==> config.mk <==
export PLATFORM = sky130hd
export DESIGN_NAME = serial_port_config_select
export DESIGN_NICKNAME = d
export VERILOG_FILES = /design/src/common/serial_cfg_pkg.sv /design/src/rtl/pin_sync.sv /design/src/rtl/serial_port_config_select.sv
export VERILOG_INCLUDE_DIRS = /design/src /design/src/common
export SDC_FILE = /design/constraint.sdc
export NUM_CORES = 1
export LEC_CHECK = 0
export BUFFER_PORTS_ARGS = -buffer_cell sky130_fd_sc_hd__buf_2
export CAP_MARGIN = 0
export CORE_ASPECT_RATIO = 0.8
export CORE_MARGIN = 2
export CORE_UTILIZATION = 53
export CTS_CLUSTER_DIAMETER = 60
export DETAILED_ROUTE_END_ITERATION = 8
export GPL_ROUTABILITY_DRIVEN = 0
export HOLD_SLACK_MARGIN = 0.08
export PLACE_DENSITY = 0.87
export RECOVER_POWER = 100
export SLEW_MARGIN = 15
export SYNTH_ARGS = -nofsm -noshare
export SYNTH_HDL_FRONTEND = slang
export SYNTH_HIERARCHICAL = 1
export SYNTH_SLANG_ARGS = --single-unit
==> constraint.sdc <==
create_clock -name clk -period 2.3 [get_ports clk]
set_input_delay 0 -clock clk [delete_from_list [all_inputs] [get_ports clk]]
set_output_delay 0 -clock clk [all_outputs]
set_load 0.01 [all_outputs]
==> src/common/serial_cfg_regs.svh <==
// Register offsets, field positions, reset values and timing counts of the port setup block
`ifndef SERIAL_CFG_REGS_SVH
`define SERIAL_CFG_REGS_SVH

// ============================================================
// Register offsets (byte addresses, one word each)
`define REG_NV_ADDR       8'h00
`define REG_NV_RATE       8'h04
`define REG_CTRL          8'h08
`define REG_STATUS        8'h0C
`define REG_SNAPSHOT      8'h10
`define REG_ACTIVE        8'h14

// ============================================================
// Field positions
`define CTRL_GO_BIT       0
`define STAT_VALID_BIT    0
`define STAT_RS485_BIT    1
`define STAT_WAIT_BIT     2
`define SNAP_STRAP_BIT    8
`define ACT_ADDR_LSB      0
`define ACT_RATE_LSB      8
`define ACT_ADDR_NV_BIT   16
`define ACT_RATE_NV_BIT   17

// ============================================================
// Reset values
`define NV_ADDR_RST       6'h00
`define NV_RATE_RST       2'h1

// ============================================================
// Encodings
`define STRAP_RS485_LVL   1'b0
`define ADDR_FROM_NV      6'h00
`define RATE_FROM_NV      2'h0
`define RATE_9K6          2'h1
`define RATE_38K4         2'h2
`define RATE_115K2        2'h3

// ============================================================
// Timing
`define SETTLE_CYC        4'h3
`define CLK_HZ            20000000
`define BPS_9K6           9600
`define BPS_38K4          38400
`define BPS_115K2         115200
`define BIT_CYC_9K6       12'(`CLK_HZ / `BPS_9K6)
`define BIT_CYC_38K4      12'(`CLK_HZ / `BPS_38K4)
`define BIT_CYC_115K2     12'(`CLK_HZ / `BPS_115K2)

`endif

==> src/common/serial_cfg_pkg.sv <==
// Types shared by the port setup block
package serial_cfg_pkg;

  // ============================================================
  // Sequencer states
  typedef enum logic [1:0] {
    ST_SETTLE  = 2'b00,
    ST_WAIT_GO = 2'b01,
    ST_RUN     = 2'b10
  } cfg_state_e;

  // ============================================================
  // Resolved port setup
  typedef struct packed {
    logic       rs485;
    logic [5:0] addr;
    logic [1:0] rate;
  } port_cfg_s;

  // Pin levels caught once after reset
  typedef struct packed {
    logic       strap;
    logic [7:0] sw;
  } pin_snap_s;

  typedef logic [11:0] bit_cyc_t;

endpackage

==> src/rtl/pin_sync.sv <==
// Two-flop synchroniser bank for the strap and switch pins
module pin_sync #(
  parameter int WIDTH = 9
) (
  // Clock and reset
  input  wire logic             clk,
  input  wire logic             reset_n,
  // Asynchronous pins and their synchronised copy
  input  wire logic [WIDTH-1:0] pins_async,
  output logic      [WIDTH-1:0] pins_sync
);

  logic [WIDTH-1:0] stage_one;

  // ============================================================
  // One pair of flops per pin; first stage feeds only the second
  genvar i;
  generate
    for (i = 0; i < WIDTH; i++) begin : g_bit
      always_ff @(posedge clk) begin
        if (!reset_n) begin
          stage_one[i] <= 1'b0;
          pins_sync[i] <= 1'b0;
        end else begin
          stage_one[i] <= pins_async[i];
          pins_sync[i] <= stage_one[i];
        end
      end
    end
  endgenerate

endmodule

==> src/rtl/serial_port_config_select.sv <==
// Serial port setup: strap and switch capture, address and bit-rate resolution
//
// Summary of operation
// - Strap at ground selects RS-485, otherwise RS-232; installer drives it.
// - Switches one to six form the 6-bit node address, switch one LSB.
// - Switches seven and eight form the 2-bit rate code, seven low.
// - Switch address and rate matter only in RS-485 mode.
// - Zero address or zero rate field takes the stored value, independently.
// - Rate codes 1, 2, 3 mean 9.6, 38.4 and 115.2 kbps.
`include "serial_cfg_regs.svh"

module serial_port_config_select (
  // Clock and reset
  input  wire logic                      clk,
  input  wire logic                      reset_n,
  // Pins: strap low selects RS-485, switch on reads 1
  input  wire logic                      iface_select,
  input  wire logic [7:0]                sw_pins,
  // Register port
  input  wire logic [7:0]                bus_addr,
  input  wire logic [31:0]               bus_wdata,
  input  wire logic                      bus_wr,
  input  wire logic                      bus_rd,
  output logic      [31:0]               bus_rdata,
  // Resolved setup for the serial engine
  output serial_cfg_pkg::port_cfg_s      port_cfg,
  output serial_cfg_pkg::bit_cyc_t       bit_cycles,
  output logic                           config_valid
);

  // ============================================================
  // Declarations
  logic [8:0]                  pins_sync;
  serial_cfg_pkg::pin_snap_s   pins_now;
  serial_cfg_pkg::cfg_state_e  state;
  serial_cfg_pkg::cfg_state_e  next_state;
  logic [3:0]                  settle_cnt;
  logic [3:0]                  next_settle_cnt;
  serial_cfg_pkg::pin_snap_s   snap;
  serial_cfg_pkg::pin_snap_s   next_snap;
  serial_cfg_pkg::port_cfg_s   next_port_cfg;
  serial_cfg_pkg::bit_cyc_t    next_bit_cycles;
  logic                        next_config_valid;
  logic                        addr_nv;
  logic                        next_addr_nv;
  logic                        rate_nv;
  logic                        next_rate_nv;
  logic [5:0]                  nv_addr;
  logic [5:0]                  next_nv_addr;
  logic [1:0]                  nv_rate;
  logic [1:0]                  next_nv_rate;
  logic [31:0]                 next_bus_rdata;
  logic                        go_wr;
  logic                        snap_rs485;
  logic [5:0]                  sw_addr;
  logic [1:0]                  sw_rate;
  logic [1:0]                  nv_rate_eff;

  // ============================================================
  // Rate code to bit period in clock cycles
  function automatic serial_cfg_pkg::bit_cyc_t rate_to_cycles(input logic [1:0] code);
    serial_cfg_pkg::bit_cyc_t cyc;
    if (code == `RATE_38K4) begin
      cyc = `BIT_CYC_38K4;
    end else if (code == `RATE_115K2) begin
      cyc = `BIT_CYC_115K2;
    end else begin
      cyc = `BIT_CYC_9K6;
    end
    return cyc;
  endfunction

  // ============================================================
  // Pin synchronisers; pins are set by hand and change at any time
  pin_sync #(
    .WIDTH (9)
  ) u_pin_sync (
    .clk        (clk),
    .reset_n    (reset_n),
    .pins_async ({iface_select, sw_pins}),
    .pins_sync  (pins_sync)
  );

  assign pins_now = pins_sync;

  // ============================================================
  // Field views of the snapshot
  assign snap_rs485  = (snap.strap == `STRAP_RS485_LVL);
  assign sw_addr     = snap.sw[5:0];
  assign sw_rate     = snap.sw[7:6];
  // A stored rate of zero has no meaning; fall back to the slowest rate
  assign nv_rate_eff = (nv_rate == `RATE_FROM_NV) ? `RATE_9K6 : nv_rate;

  // Software releases the resolution once stored values are loaded
  assign go_wr = bus_wr && (bus_addr == `REG_CTRL) && bus_wdata[`CTRL_GO_BIT];

  // ============================================================
  // Sequencer: settle, snapshot, wait for stored values, resolve
  always_comb begin
    next_state        = state;
    next_settle_cnt   = settle_cnt;
    next_snap         = snap;
    next_port_cfg     = port_cfg;
    next_bit_cycles   = bit_cycles;
    next_config_valid = config_valid;
    next_addr_nv      = addr_nv;
    next_rate_nv      = rate_nv;
    case (state)
      serial_cfg_pkg::ST_SETTLE: begin
        // Wait until the synchroniser holds real pin levels
        if (settle_cnt == `SETTLE_CYC) begin
          next_snap  = pins_now;
          next_state = serial_cfg_pkg::ST_WAIT_GO;
        end else begin
          next_settle_cnt = settle_cnt + 4'h1;
        end
      end
      serial_cfg_pkg::ST_WAIT_GO: begin
        if (go_wr) begin
          next_port_cfg.rs485 = snap_rs485;
          // Switches count only in RS-485 mode; zero picks stored value
          next_addr_nv = !snap_rs485 || (sw_addr == `ADDR_FROM_NV);
          next_rate_nv = !snap_rs485 || (sw_rate == `RATE_FROM_NV);
          next_port_cfg.addr = next_addr_nv ? nv_addr : sw_addr;
          next_port_cfg.rate = next_rate_nv ? nv_rate_eff : sw_rate;
          next_bit_cycles    = rate_to_cycles(next_port_cfg.rate);
          next_config_valid  = 1'b1;
          next_state         = serial_cfg_pkg::ST_RUN;
        end
      end
      serial_cfg_pkg::ST_RUN: begin
        // Held until the next reset
        next_state = serial_cfg_pkg::ST_RUN;
      end
      default: begin
        next_state = serial_cfg_pkg::ST_SETTLE;
      end
    endcase
  end

  // Sequencer registers
  always_ff @(posedge clk) begin
    if (!reset_n) begin
      state        <= serial_cfg_pkg::ST_SETTLE;
      settle_cnt   <= 4'h0;
      snap         <= '0;
      port_cfg     <= '0;
      bit_cycles   <= 12'h000;
      config_valid <= 1'b0;
      addr_nv      <= 1'b0;
      rate_nv      <= 1'b0;
    end else begin
      state        <= next_state;
      settle_cnt   <= next_settle_cnt;
      snap         <= next_snap;
      port_cfg     <= next_port_cfg;
      bit_cycles   <= next_bit_cycles;
      config_valid <= next_config_valid;
      addr_nv      <= next_addr_nv;
      rate_nv      <= next_rate_nv;
    end
  end

  // ============================================================
  // Stored values, written by software from non-volatile memory
  always_comb begin
    next_nv_addr = nv_addr;
    next_nv_rate = nv_rate;
    if (bus_wr && (bus_addr == `REG_NV_ADDR)) begin
      next_nv_addr = bus_wdata[5:0];
    end else if (bus_wr && (bus_addr == `REG_NV_RATE)) begin
      next_nv_rate = bus_wdata[1:0];
    end
  end

  // Stored value registers; later writes do not touch the held setup
  always_ff @(posedge clk) begin
    if (!reset_n) begin
      nv_addr <= `NV_ADDR_RST;
      nv_rate <= `NV_RATE_RST;
    end else begin
      nv_addr <= next_nv_addr;
      nv_rate <= next_nv_rate;
    end
  end

  // ============================================================
  // Read data, valid only in the cycle after the strobe
  always_comb begin
    next_bus_rdata = 32'h0000_0000;
    if (bus_rd) begin
      if (bus_addr == `REG_NV_ADDR) begin
        next_bus_rdata[5:0] = nv_addr;
      end else if (bus_addr == `REG_NV_RATE) begin
        next_bus_rdata[1:0] = nv_rate;
      end else if (bus_addr == `REG_STATUS) begin
        next_bus_rdata[`STAT_VALID_BIT] = config_valid;
        next_bus_rdata[`STAT_RS485_BIT] = port_cfg.rs485;
        next_bus_rdata[`STAT_WAIT_BIT]  = (state == serial_cfg_pkg::ST_WAIT_GO);
      end else if (bus_addr == `REG_SNAPSHOT) begin
        next_bus_rdata[7:0]             = snap.sw;
        next_bus_rdata[`SNAP_STRAP_BIT] = snap.strap;
      end else if (bus_addr == `REG_ACTIVE) begin
        next_bus_rdata[`ACT_ADDR_LSB +: 6] = port_cfg.addr;
        next_bus_rdata[`ACT_RATE_LSB +: 2] = port_cfg.rate;
        next_bus_rdata[`ACT_ADDR_NV_BIT]   = addr_nv;
        next_bus_rdata[`ACT_RATE_NV_BIT]   = rate_nv;
      end else begin
        // Unmapped and write-only offsets read as zero
        next_bus_rdata = 32'h0000_0000;
      end
    end
  end

  // Read data register
  always_ff @(posedge clk) begin
    if (!reset_n) begin
      bus_rdata <= 32'h0000_0000;
    end else begin
      bus_rdata <= next_bus_rdata;
    end
  end
endmodule

==> run_results.csv <==
group,metric,value,unit
sta,fin_crit,2050,ps
sta,setup_violations,0,
clock_tree,cts_root_buffer,"clkbuf_8",
power,p_leak,1.43,nW
route,wl_met1,2550,um
sta,rsz0062_at_grt,"false",
floorplan,chipHeight,70.8,um
sta,fmax,0.488,GHz
setup_path,reg2reg_to,"snap[5]",
final_layout,final_layout_size_suffix_gt1_frac,0.151,
synthesis,synth.distinct_cells,48,
global_route,antenna_found_initial,0,
route,via_per_inst,4.99,
final_layout,syn_to_final_growth,19.9,%
sta,hold_viol_final,0,
synthesis,avgSynthCellArea,9.53,um^2
synthesis,ys_ff_latch,70,
clock_tree,worstSkewPairLatency,340,ps
synthesis,ys_seq_area_frac,0.474,
setup_path,cp.arrival,2280,ps
route,routed-via-count,2281,
final_layout,fin_nets,443,
global_route,grt_max_degree,44,
job,drv_cap,0,
sta,finClkSkew,5.08,ps
floorplan,rows,24,
sta,final.setup.tns,0,ps
clock_tree,htreeDepth,3,
sta,slew_headroom,0.521,
route,wire_per_inst,12.5,um
floorplan,die_w,87.5,um
setup_path,crit_fanout,6,
setup_path,cp-end-kind,"flop",
place,portBuffers,56,
setup_path,cp_data_required_time,2530,ps
route,ant_nets,0,
setup_path,reg2reg_from,"settle_cnt[0]",
route,wirelength,5690,um
route,top_layer,"met4",
power,power_density,712,nW/um^2
setup_path,r2r_slack,570,ps
floorplan,core_region_area,5410,um^2
clock_tree,cts_sinks,70,
min_path,hold_path_class,"primary input to flop",
power,ir_worst_vdd,0.000463,V
final_layout,diodes,0,
setup_path,r2r_cells,5,
route,drc,0,
global_route,grt_pass1_wl,9190,um
floorplan,pin_count,107,
clock_tree,cts_buffers,9,
global_route,grt_pass1_vias,2060,
synthesis,syn_inst,310,
synthesis,syn_area,2960,um^2
final_layout,layout.filler_cells,480,
global_route,gr-total-overflow,0,
place,dp_hpwl,3880,um
clock_tree,path_clk_slew,70,ps
setup_path,cp-startpoint,"bus_addr[1]",
route,wl_met2,2700,um
sta,fin_ws,250,ps
floorplan,start_util,0.547,
sta,timing.final.crit_share,0.891,
route,first_iter_violations,117,
synthesis,yosysWarnings,6,
sta,worstMarginPinSlew,713,ps
setup_path,start_kind,"primary input",
clock_tree,cts_resized,0,
setup_path,path_class,"primary input to flop",
run_status,run_status,"complete, no violations",
floorplan,die-area,6190,um^2
global_route,grtUsageTotal,0.192,
clock_tree,cts_tree,"yes",
sta,finalMaxSlewViolations,0,
clock_tree,clockBufferDepth,2,
route,drt-pass1-iter-count,5,
route,wl_met3,392,um
setup_path,critPathCapture,"nv_addr[4]",
place,dp_slack,577,ps
state kept, by name, indices dropped and copies added (netlist names), 4 cells and up:
register and cells:
bit_cycles 5, bus_rdata 12, nv_addr 6, port_cfg 9, settle_cnt 4, snap 9, u_pin_sync/pins_sync 9, u_pin_sync/stage_one 9
worst min path at each step:
stage                       from                      end  cells past startpoint
global placement      sw_pins[1]  u_pin_sync/stage_one[1]                      2
detailed placement    sw_pins[2]  u_pin_sync/stage_one[2]                      2
floorplan           bus_wdata[0]               nv_rate[0]                      2
global route         bus_addr[0]             bus_rdata[2]                      3
finish               bus_addr[0]             bus_rdata[2]                      3
CTS                  bus_addr[0]             bus_rdata[2]                      3
Yosys cell counts, drive strengths merged:
| cell type | count | area share |
|---|---|---|
| o32ai | 1 | 0.0030 |
| a32o | 1 | 0.0034 |
| nor3b | 3 | 0.0076 |
| a31oi | 7 | 0.015 |
| nand2b | 8 | 0.017 |
| a22oi | 2 | 0.0051 |
| conb | 1 | 0.0013 |
| inv | 5 | 0.0064 |
| xnor2 | 3 | 0.0089 |
| o31ai | 1 | 0.0025 |
| o22ai | 1 | 0.0021 |
| and4bb | 1 | 0.0042 |
| o21a | 1 | 0.0025 |
| nand2 | 37 | 0.047 |
| or4b | 1 | 0.0047 |
| nand4b | 1 | 0.0030 |
| and2 | 27 | 0.063 |
| ha | 3 | 0.013 |
| mux2 | 2 | 0.0076 |
| and3b | 1 | 0.0030 |
| or2 | 3 | 0.0064 |
| nor4bb | 1 | 0.0034 |
| clkbuf | 7 | 0.0089 |
| mux2i | 13 | 0.044 |
| or4 | 2 | 0.0051 |
| a22o | 1 | 0.0030 |
| nor2b | 13 | 0.028 |
| o21ai | 11 | 0.019 |
| o211ai | 1 | 0.0025 |
| a21o | 2 | 0.0051 |
| nand4 | 2 | 0.0042 |
| nand3 | 5 | 0.0085 |
| a222oi | 2 | 0.0068 |
| nor3 | 4 | 0.010 |
| buf | 32 | 0.080 |
| dfxtp | 70 | 0.47 |
| and4 | 1 | 0.0030 |
| a32oi | 1 | 0.0030 |
| nor4 | 3 | 0.011 |
| a21boi | 14 | 0.036 |
| nor2 | 15 | 0.019 |
worst max-delay path, cell delays in order:
cell and delay, ps:
dlygate4sd3_1 540, clkbuf_1 150, nor4_1 330, nand3_1 370
mux2i_1 280, nor2b_1 70, dlygate4sd3_1 550
report_power, final:
group / switching [mW] / total, mW / internal [mW]
sequential: 0.0278 / 1.28 / 1.25
clock: 0.433 / 0.958 / 0.525
combinational: 0.153 / 0.283 / 0.130
total: 0.614 / 2.52 / 1.91
placed cells by master, fill, tap and decap left out, types with 7 or more instances in the layout:
master,Yosys,routed
nor2_1,15,15
mux2i_1,13,13
dfxtp_1,70,70
a21boi_0,10,14
conb_1,1,24
o21ai_0,10,11
nor2b_1,13,13
clkbuf_1,7,32
nand2_1,37,37
and2_1,13,10
a31oi_1,7,7
nand2b_1,8,8
clkbuf_8,0,10
and2_2,14,14
dlygate4sd3_1,0,25
buf_2,3,24
final cells by class:
cell class / count / area [um^2] / share of cell area
sequential: 70 / 1400 / 0.395
multi-input combinational: 219 / 1350 / 0.381
timing repair buffer: 82 / 495 / 0.140
clock buffer: 10 / 138 / 0.0388
tap: 65 / 81.3 / 0.0229
clock inverter: 6 / 61.3 / 0.0173
inverter: 5 / 18.8 / 0.00529
cells by family (layout without fill, tap and decap cells):
logic type	count (synthesis)	after routing	synth area share
xor gates and xnor gates	3	3	0.00889
muxes	15	15	0.0516
DFF	70	70	0.474
buffers and inverters	44	103	0.0953
adders and majority gates	3	3	0.0127
and+or+nand+nor	128	128	0.248
AOI/OAI and AO/OA	46	46	0.108
other	1	24	0.00127
per-stage QoR:
step | instance area [um^2] | std cells | hold WS (ps) | power, mW | util
3_3_place_gp | 3150 | 416 | 208 | 1.55 | 0.582
2_1_floorplan | 3040 | 333 | 125 | 1.53 | -
4_1_cts | 3600 | 457 | 87.9 | 2.55 | 0.666
5_1_grt | 3540 | 457 | 116 | 2.64 | 0.656
6_report | 3540 | 457 | 111 | 2.52 | 0.656
3_5_place_dp | 3150 | 416 | 210 | 1.57 | 0.582
metal layers:
| layer | up-vias | global-route usage |
|---|---|---|
| met2 | 84 | 0.302 |
| met3 | 6 | 0.0793 |
| met5 | - | 0 |
| li1 | 1150 | - |
| met1 | 1041 | 0.239 |
| met4 | 0 | 0.0667 |
repair_timing:
action,4_1_cts,5_1_grt
buffers inserted,0,0
endpoints found under the hold margin,25,0
setup endpoints to repair,0,0
hold buffers,25,0
Power figures use the tool's default switching activity.
